File: src/rtl/ftu_pkg.sv
// package for the four timer unit: constants and carrier types
// assumes a single 50 MHz clock and plain control ports, no register bus
package ftu_pkg;
  localparam int          FTU_W          = 8;
  localparam logic [3:0]  FTU_PRE_DIV    = 4'hF;   // oscillator divided by 16
  localparam logic [7:0]  FTU_LATCH_RST  = 8'hFF;
  localparam logic [7:0]  FTU_COUNT_RST  = 8'hFF;
  localparam int          FTU_SRC_SEL_BIT = 5;     // count source select in port_control_two

  typedef enum logic [1:0] {
    FTU_MODE_TIMER,
    FTU_MODE_PULSE,
    FTU_MODE_EVENT,
    FTU_MODE_WIDTH
  } ftu_mode_e;

  // settings of one multi-mode timer
  typedef struct packed {
    ftu_mode_e  mode;
    logic       edge_sel;
    logic       stop;
  } ftu_xy_ctl_s;

  // reload latch write port
  typedef struct packed {
    logic       we;
    logic [7:0] value;
  } ftu_load_s;
endpackage

File: src/rtl/ftu_top.sv
// four 8-bit timers: two plain on a shared prescaler, two multi-mode
// assumes the counter pins are asynchronous and settings come from plain ports
`timescale 1ns/1ps
module ftu_top (
  input  wire logic                i_clk,
  input  wire logic                i_resetn,
  input  wire ftu_pkg::ftu_load_s  i_pre_load,
  input  wire ftu_pkg::ftu_load_s  i_t1_load,
  input  wire ftu_pkg::ftu_load_s  i_t2_load,
  input  wire ftu_pkg::ftu_load_s  i_tx_load,
  input  wire ftu_pkg::ftu_load_s  i_ty_load,
  input  wire ftu_pkg::ftu_xy_ctl_s i_tx_ctl,
  input  wire ftu_pkg::ftu_xy_ctl_s i_ty_ctl,
  input  wire logic [7:0]          i_port_control_two,
  input  wire logic                i_ext_count_pin_a,
  input  wire logic                i_ext_count_pin_b,
  output logic                     o_ext_count_pin_a,
  output logic                     o_ext_count_pin_a_oe,
  output logic                     o_ext_count_pin_b,
  output logic                     o_ext_count_pin_b_oe,
  output logic [3:0]               o_irq_pulse,
  output logic [7:0]               o_t1_count,
  output logic [7:0]               o_t2_count,
  output logic [7:0]               o_tx_count,
  output logic [7:0]               o_ty_count
);
  import ftu_pkg::*;

  // ----------------------------------------------------------------
  // divide by 16 base tick and shared prescaler
  // ----------------------------------------------------------------
  logic [3:0] div16_reg;
  logic       tick16;
  logic       pre_uf;

  always_ff @(posedge i_clk or negedge i_resetn) begin
    if (!i_resetn) begin
      div16_reg <= 4'h0;
    end else begin
      div16_reg <= (div16_reg == FTU_PRE_DIV) ? 4'h0 : div16_reg + 4'h1;
    end
  end
  assign tick16 = (div16_reg == FTU_PRE_DIV);

  ftu_down_counter #(.W(FTU_W)) u_pre (
    .i_clk        (i_clk),
    .i_resetn     (i_resetn),
    .i_load_we    (i_pre_load.we),
    .i_load_value (i_pre_load.value),
    .i_count_en   (tick16),
    .o_count      (),
    .o_underflow  (pre_uf)
  );

  // ----------------------------------------------------------------
  // pin synchronisers
  // ----------------------------------------------------------------
  logic [1:0] pin_meta_reg;
  logic [1:0] pin_sync_reg;
  logic [1:0] pin_prev_reg;

  always_ff @(posedge i_clk or negedge i_resetn) begin
    if (!i_resetn) begin
      // pins idle high, so a low reset value would fake a rising edge after reset
      pin_meta_reg <= 2'h3;
      pin_sync_reg <= 2'h3;
      pin_prev_reg <= 2'h3;
    end else begin
      pin_meta_reg <= {i_ext_count_pin_b, i_ext_count_pin_a};
      pin_sync_reg <= pin_meta_reg;
      pin_prev_reg <= pin_sync_reg;
    end
  end

  // ----------------------------------------------------------------
  // multi-mode count enables
  // ----------------------------------------------------------------
  // the base tick is an argument so a continuous assign re-evaluates on it
  function automatic logic xy_enable(input ftu_xy_ctl_s ctl, input logic src,
                                     input logic base,
                                     input logic lvl, input logic prev);
    logic en;
    en = 1'b0;
    case (ctl.mode)
      FTU_MODE_TIMER: en = src;
      FTU_MODE_PULSE: en = src;
      FTU_MODE_EVENT: en = ctl.edge_sel ? (prev && !lvl) : (!prev && lvl);
      FTU_MODE_WIDTH: en = base && (lvl == !ctl.edge_sel);
      default:        en = 1'b0;
    endcase
    xy_enable = en && !ctl.stop;
  endfunction

  // the alternate source is taken as the prescaler output
  logic ty_src;
  assign ty_src = i_port_control_two[FTU_SRC_SEL_BIT] ? pre_uf : tick16;

  logic [3:0] en;
  logic [3:0] uf;
  assign en[0] = pre_uf;
  assign en[1] = pre_uf;
  assign en[2] = xy_enable(i_tx_ctl, tick16, tick16, pin_sync_reg[0], pin_prev_reg[0]);
  assign en[3] = xy_enable(i_ty_ctl, ty_src, tick16, pin_sync_reg[1], pin_prev_reg[1]);

  ftu_load_s loads [4];
  logic [7:0] counts [4];
  assign loads[0] = i_t1_load;
  assign loads[1] = i_t2_load;
  assign loads[2] = i_tx_load;
  assign loads[3] = i_ty_load;

  genvar g;
  generate
    for (g = 0; g < 4; g++) begin : g_tmr
      ftu_down_counter #(.W(FTU_W)) u_tmr (
        .i_clk        (i_clk),
        .i_resetn     (i_resetn),
        .i_load_we    (loads[g].we),
        .i_load_value (loads[g].value),
        .i_count_en   (en[g]),
        .o_count      (counts[g]),
        .o_underflow  (uf[g])
      );
    end
  endgenerate

  // ----------------------------------------------------------------
  // interrupt request pulses and pin outputs
  // ----------------------------------------------------------------
  logic [3:0] irq_reg;
  always_ff @(posedge i_clk or negedge i_resetn) begin
    if (!i_resetn) begin
      irq_reg <= 4'h0;
    end else begin
      irq_reg <= uf;
    end
  end
  assign o_irq_pulse = irq_reg;

  // pin level restarts from the inverted edge bit whenever the timer is not in pulse mode
  logic [1:0] pout_reg;
  always_ff @(posedge i_clk or negedge i_resetn) begin
    if (!i_resetn) begin
      pout_reg <= 2'h3;
    end else begin
      if (i_tx_ctl.mode != FTU_MODE_PULSE) begin
        pout_reg[0] <= !i_tx_ctl.edge_sel;
      end else if (uf[2]) begin
        pout_reg[0] <= !pout_reg[0];
      end
      if (i_ty_ctl.mode != FTU_MODE_PULSE) begin
        pout_reg[1] <= !i_ty_ctl.edge_sel;
      end else if (uf[3]) begin
        pout_reg[1] <= !pout_reg[1];
      end
    end
  end

  assign o_ext_count_pin_a    = pout_reg[0];
  assign o_ext_count_pin_b    = pout_reg[1];
  assign o_ext_count_pin_a_oe = (i_tx_ctl.mode == FTU_MODE_PULSE);
  assign o_ext_count_pin_b_oe = (i_ty_ctl.mode == FTU_MODE_PULSE);
  assign o_t1_count = counts[0];
  assign o_t2_count = counts[1];
  assign o_tx_count = counts[2];
  assign o_ty_count = counts[3];

  // ----------------------------------------------------------------
  // checks
  // ----------------------------------------------------------------
  property p_irq;
    @(posedge i_clk) disable iff (!i_resetn)
      (en[2] && counts[2] == 8'h00) |=> o_irq_pulse[2];
  endproperty
  a_irq: assert property (p_irq) else $error("underflow without request");

  property p_tick;
    @(posedge i_clk) disable iff (!i_resetn)
      tick16 |=> !tick16 [*8] ##1 !tick16 [*7] ##1 tick16;
  endproperty
  a_tick: assert property (p_tick) else $error("base tick too frequent");

  property p_plain;
    @(posedge i_clk) disable iff (!i_resetn)
      (pre_uf && counts[0] != 8'h00 && !i_t1_load.we) |=> (counts[0] == $past(counts[0]) - 8'h01);
  endproperty
  a_plain: assert property (p_plain) else $error("timer 1 missed prescaler pulse");

  property p_stop;
    @(posedge i_clk) disable iff (!i_resetn)
      i_tx_ctl.stop |-> !en[2];
  endproperty
  a_stop: assert property (p_stop) else $error("stopped timer counted");

  property p_toggle;
    @(posedge i_clk) disable iff (!i_resetn)
      (i_tx_ctl.mode == FTU_MODE_PULSE && $past(i_tx_ctl.mode) == FTU_MODE_PULSE && uf[2])
        |=> (o_ext_count_pin_a != $past(o_ext_count_pin_a));
  endproperty
  a_toggle: assert property (p_toggle) else $error("pin not inverted");

  property p_start;
    @(posedge i_clk) disable iff (!i_resetn)
      (i_tx_ctl.mode != FTU_MODE_PULSE) |=> (o_ext_count_pin_a == !$past(i_tx_ctl.edge_sel));
  endproperty
  a_start: assert property (p_start) else $error("pulse start level wrong");

  property p_event;
    @(posedge i_clk) disable iff (!i_resetn)
      (i_tx_ctl.mode == FTU_MODE_EVENT && !i_tx_ctl.stop && !i_tx_ctl.edge_sel
        && pin_sync_reg[0] && !pin_prev_reg[0]) |-> en[2];
  endproperty
  a_event: assert property (p_event) else $error("rising edge not counted");

  property p_width;
    @(posedge i_clk) disable iff (!i_resetn)
      (i_tx_ctl.mode == FTU_MODE_WIDTH && en[2]) |-> (tick16 && pin_sync_reg[0] != i_tx_ctl.edge_sel);
  endproperty
  a_width: assert property (p_width) else $error("width count at wrong level");
endmodule

File: src/rtl/ftu_down_counter.sv
// one 8-bit down counter with reload latch
// assumes a one-cycle count enable from the same clock domain
`timescale 1ns/1ps
module ftu_down_counter #(
  parameter int W = 8
) (
  input  wire logic         i_clk,
  input  wire logic         i_resetn,
  input  wire logic         i_load_we,
  input  wire logic [W-1:0] i_load_value,
  input  wire logic         i_count_en,
  output logic [W-1:0]      o_count,
  output logic              o_underflow
);
  import ftu_pkg::*;

  logic [W-1:0] latch_reg;
  logic [W-1:0] count_reg;

  always_ff @(posedge i_clk or negedge i_resetn) begin
    if (!i_resetn) begin
      latch_reg <= W'(FTU_LATCH_RST);
    end else if (i_load_we) begin
      latch_reg <= i_load_value;
    end
  end

  // a latch write while counting stays in the latch until the next underflow
  always_ff @(posedge i_clk or negedge i_resetn) begin
    if (!i_resetn) begin
      count_reg <= W'(FTU_COUNT_RST);
    end else if (i_count_en) begin
      if (count_reg == '0) begin
        count_reg <= latch_reg;
      end else begin
        count_reg <= count_reg - W'(1);
      end
    end
  end

  assign o_count     = count_reg;
  assign o_underflow = i_count_en && (count_reg == '0);

  property p_reload;
    @(posedge i_clk) disable iff (!i_resetn)
      (i_count_en && count_reg == '0 && !i_load_we) |=> (count_reg == $past(latch_reg));
  endproperty
  a_reload: assert property (p_reload) else $error("no reload on underflow");

  property p_hold;
    @(posedge i_clk) disable iff (!i_resetn)
      !i_count_en |=> $stable(count_reg);
  endproperty
  a_hold: assert property (p_hold) else $error("count moved without enable");
endmodule

File: config.mk
export PLATFORM = sky130hd
export DESIGN_NAME = ftu_top
export DESIGN_NICKNAME = d
export VERILOG_FILES = /design/src/rtl/ftu_pkg.sv /design/src/rtl/ftu_top.sv /design/src/rtl/ftu_down_counter.sv
export SDC_FILE = /design/constraint.sdc
export NUM_CORES = 1
export LEC_CHECK = 0
export BUFFER_PORTS_ARGS = -buffer_cell sky130_fd_sc_hd__buf_2
export CORE_MARGIN = 3
export CORE_UTILIZATION = 54
export CTS_CLUSTER_DIAMETER = 200
export DETAILED_ROUTE_END_ITERATION = 16
export PLACE_DENSITY = 0.91
export SLEW_MARGIN = 10
export SYNTH_ARGS = -nofsm -noshare
export SYNTH_HDL_FRONTEND = slang
export SYNTH_SLANG_ARGS = --single-unit
File: constraint.sdc
create_clock -name i_clk -period 2.6 [get_ports i_clk]
set_input_delay 0.13 -clock i_clk [delete_from_list [all_inputs] [get_ports i_clk]]
set_output_delay 0.13 -clock i_clk [all_outputs]
set_load 0.01 [all_outputs]
# == Word level (Yosys, flattened, before mapping) ==
# Cells that the tools add are included.
# classes
n_addsub,6
n_reduce_logical,34
mux,15
n_eq_ne,11
# ops
operator,count
zero test 8 bit,5
two-way mux 8 bit,5
subtractor 8 x 1 -> 8 bit (second input constant),5
logical AND 1 bit,13
zero test 1 bit,10
equality test 2 bit (second input constant),4
two-way mux 1 bit,7
one-hot mux 1 bit (3 select lines),2
adder 4 x 1 -> 4 bit (second input constant),1
equality test 2 x 1 -> 1 bit (second input constant),2
equality test 4 bit (second input constant),1
zero test 2 bit,2
two-way mux 4 bit,1
inequality test 2 x 1 -> 1 bit (second input constant),2
nonzero test 2 bit,2
OR reduction 2 bit,2
equality test 1 bit,2
# totals
register_bits,96
input_bits,65
out_inout_bits,40

# == Depth between registers and ports, before layout ==
# logic_depth
ltp_word,8
mapped_depth,8
ltp_nobuf,7

# == Hierarchy ==
# A second synthesis with hierarchy kept.
# unflattened
hier_cells,419
area_unflattened_um2,4899.7
# by_module_without_submodules
module,n_inst,seq_area_each_um2,area_per_inst_um2,cells_each
ftu_down_counter,5,420.4,853.3,75
ftu_top,1,410.4,633.1,44

# == Least setup slack after synthesis ==
# OpenSTA, ideal clock, no wires.
# synth_path
path_kind,register -> register
from,register u_pre.count_reg[0] (netlist: u_pre.o_count[0])
to,register g_tmr[3].u_tmr.count_reg[7]
stages_incl_launch_ff,9
path_slack_ns,0.686
t_required_ns,2.520
n_path_buf,1
arrival_ns,1.834
synth_period_minus_slack_ns,1.914
path_cell_list,dfstp_2 inv_1 ha_1 nor3b_2 nand2_4 a2111oi_4 buf_6 o211ai_1 a32o_1
# synth_between
elab_chain_cells,5
# synth_lines
element,line,text
"start, declared",ftu_down_counter.sv:18,logic [W-1:0] count_reg;
"start signal, assigned",ftu_down_counter.sv:31,count_reg <= W'(FTU_COUNT_RST);
"start signal, assigned",ftu_down_counter.sv:34,count_reg <= latch_reg;
"start signal, assigned",ftu_down_counter.sv:36,count_reg <= count_reg - W'(1);
zero test 8 bit,ftu_down_counter.sv:42,assign o_underflow = i_count_en && (count_reg == '0);
logical AND 1 bit,ftu_down_counter.sv:42,
two-way mux 1 bit,ftu_top.sv:96,assign ty_src = i_port_control_two[FTU_SRC_SEL_BIT] ? pre_uf : tick16;
one-hot mux 1 bit (3 select lines),ftu_top.sv:84,case (ctl.mode)
logical AND 1 bit,ftu_top.sv:91,xy_enable = en && !ctl.stop;
"end signal, assigned",ftu_down_counter.sv:31,
"end signal, assigned",ftu_down_counter.sv:34,
"end signal, assigned",ftu_down_counter.sv:36,
"end, declared",ftu_down_counter.sv:18,
# Every way passes these cells.
# A chain may end at the register's enable or synchronous reset.

# == Worst setup path after layout ==
# layout_path
from,register u_pre.count_reg[1] (netlist: u_pre.o_count[1])
to,register pout_reg[1]
# layout_between
elab_chain_cells,7
# layout_lines
element,line,text
zero test 8 bit,ftu_down_counter.sv:42,
logical AND 1 bit,ftu_down_counter.sv:42,
two-way mux 1 bit,ftu_top.sv:96,
one-hot mux 1 bit (3 select lines),ftu_top.sv:84,
logical AND 1 bit,ftu_top.sv:91,
logical AND 1 bit,ftu_down_counter.sv:42,
nonzero test 2 bit (no source line),-,
"end signal, assigned",ftu_top.sv:152,pout_reg[1] <= !i_ty_ctl.edge_sel;
"end signal, assigned",ftu_top.sv:154,pout_reg[1] <= !pout_reg[1];
"end, declared",ftu_top.sv:141,logic [1:0] pout_reg;
# Every way passes these cells.

==> impl_metrics.yaml <==
layout:
  antenna_cells: 0
  nNetsFinal: 629
  final_common_cell: "buf_2"
  drive_gt1_share_pct: 46.2
  syn2layout_area_growth_pct: 22.7
  num-fill-cells: 615
  fin_area_um2: 5790
  mostFrequentLayoutCells: "buf_2 (96), dfstp_2 (88), o21ai_0 (43)"
die:
  dieWidth_um: 99.5
  io_pins: 105
  dieHeight_um: 99.5
  fp-row-count: 33
  core-area_um2: 8340
  dieArea_um2: 9900
  start_util_pct: 56.6
clocking:
  clk_pin_slew_worst_paths_ps: 90
  clk_latency_ps: 350
  cts_max_level: 3
  cts_tree: "yes"
  cts_num_sinks: 96
  cts.path.max_buffers: 2
  cts_made_buffers: 9
  root_buffer: "clkbuf_8"
  postCtsSetupBuffers: 0
place:
  dpl_cell_area_um2: 5320
  post-dp-hpwl_um: 7450
  gp_congestion: 0.886
  port_buffers: 97
synthesis:
  synth_area_um2: 4720
  synth_cell_types: 61
  synth_cells: 426
  ys_warn_count: 0
  syn-num-nets: 502
  avgSynthCellArea_um2: 11.1
  yosysSeqAreaShare_pct: 53.2
  ys.flop_type: "dfstp_2"
  ys_seq_elements: 96
  synth_edf_count: 0
  async_reset_ff_share_pct: 100
worst_hold_path:
  hold_path_depth: 2
  hold_class: "in -> reg"
sta:
  hold_violations: 0
  slew_viol_final: 0
  skew_ps: 11.2
  finalSetupTns_ps: 0
  min_period_ps: 2340
  max_freq_mhz: 428
  rsz0062_at_grt: "false"
  hold_slack_ps: 9.44
  worst_slew_pin_slew_ps: 878
  relSlewSlack_pct: 41.5
  finalSetupViolCount: 0
  final.period_utilization_pct: 89.9
global_route:
  grt_max_degree: 73
  grt_pass1_vias: 3846
  grt_pass1_wl_um: 18000
  grtUsageTotal_pct: 22.2
  grt_remaining_overflow: 0
  antenna_found_initial: 0
critical_path:
  crit_type: "reg -> reg"
  cp_cell_sequence: "inv_1 > ha_1 > nor3b_2 > nand2_4 > a2111oi_4 > buf_4 > nor4_1 > nor3b_1"
  crit_fanout: 8
  slowest_stage: "a2111oi_4"
  worst_ep_required_time_ps: 2850
  slowest_delay_ps: 590
  ff2ff_path_depth: 8
  startpoint_type: "register"
  arrival_ps: 2590
  end_kind: "register"
route:
  vias: 3851
  via_per_inst: 5.81
  drt_iter0_drc: 178
  drt_wl_total_um: 10400
  routedWlPerCell_um: 15.7
  drt_pass1_iterations: 5
  ant_nets: 0
  drc_errors: 0
power_and_ir_drop:
  total_leakage_power_nw: 2.47
  ir_drop_v: 0.000323
  p_per_area_nw_per_um2: 674
outcome:
  status: "finished, final reports clean"
run:
  cap_violations: 0
## layout make-up
class,count,area [um2],share of cell area (%)
clock buffers,11,151,2.62
multi-input cells,291,2040,35.2
well taps,105,131,2.27
inverters,23,86.3,1.49
clock inverters,5,38.8,0.670
flip-flops and latches,96,2510,43.4
repair buffers,132,833,14.4
## worst paths after layout
path	from	endpoint	slack (ps)
max	u_pre.o_count[1]	pout_reg[1]	260
min	i_ty_load[7]	g_tmr[3].u_tmr.latch_reg[7]	9
max reg2reg	u_pre.o_count[1]	pout_reg[1]	260
min reg2reg	pin_meta_reg[1]	pin_sync_reg[1]	360
max in group asynchronous	i_resetn	pin_sync_reg[0]	1410
min in group asynchronous	i_resetn	o_irq_pulse[1]	430
## worst max-delay path, delay by kind of cell, from the launching register on
kind	cells	cell delay [ps]
AO/OA/AOI/OAI	1	590
adder cells (fa/ha/maj)	1	170
buffers and inverters	2	320
flip-flops	1	390
AND/OR/NAND/NOR	4	780
## stage by stage
stage                     util, %  instances  total power [mW]  setup slack [ps]
after floorplan                 -        426              2.59               686
after global placement       63.8        619              2.89               455
after detailed placement     63.8        619              2.96               324
after CTS                    69.4        663              3.93               266
after global routing         69.4        663              4.15              76.9
final                        69.4        663              3.90               264
## power by group
part | internal, mW | switching, mW
Combinational | 0.414 | 0.476
Sequential | 1.87 | 0.228
Clock | 0.406 | 0.516
## what timing repair did
| action | CTS | global route |
|---|---|---|
| hold buffers | 28 | 0 |
| endpoints found under the hold margin | 35 | 0 |
| gates resized for setup | 0 | 0 |
## layer usage
metal  part of all wire, %  up-vias  global-route usage [%]
met4                   1.8        0                    7.25
li1                      -     1810                       -
met2                    48      161                    36.5
met3                   8.1       21                    5.12
met1                    42     1859                    29.3
met5                     0        -                       0
## cell usage after synthesis (2+ instances only)
cell        n  area share (%)
o41ai_1     5            0.93
nor3_1     10             1.1
or3_1       5            0.66
a2bb2oi_1   2            0.37
ha_1       11             2.9
nor4_1      2            0.27
nand2_1    31             2.5
o21ai_0    43             4.6
o2bb2ai_1   6             1.1
mux2_2     40             9.5
buf_6       3            0.72
dfrtp_1     8             4.2
clkbuf_1   11            0.87
a22oi_1     5            0.80
nand3_1     8            0.85
and3_1      3            0.40
nand2b_1    7            0.93
xor2_1      2            0.37
o211ai_1    8             1.3
nor3b_1     2            0.32
o31ai_1     2            0.32
nor2b_1     4            0.53
inv_1      23             1.8
a21oi_1    29             3.1
o32ai_1     3            0.56
o22ai_1     4            0.53
buf_2       2            0.21
xnor2_1     2            0.37
dfstp_2    88              49
nor2_1     20             1.6
mux2i_1     2            0.42
nor4b_1     2            0.37
a31oi_1     5            0.66
## cells by family after synthesis
group | Yosys count | share of synthesized area, %
muxes | 42 | 9.97
and+or+nand+nor | 111 | 12.9
AOI/OAI and AO/OA | 123 | 16.6
buffers and inverters | 39 | 3.63
DFF | 96 | 53.2
adders and majority gates | 11 | 2.92
xor gates and xnor gates | 4 | 0.742
Power figures use the tool's default switching activity.
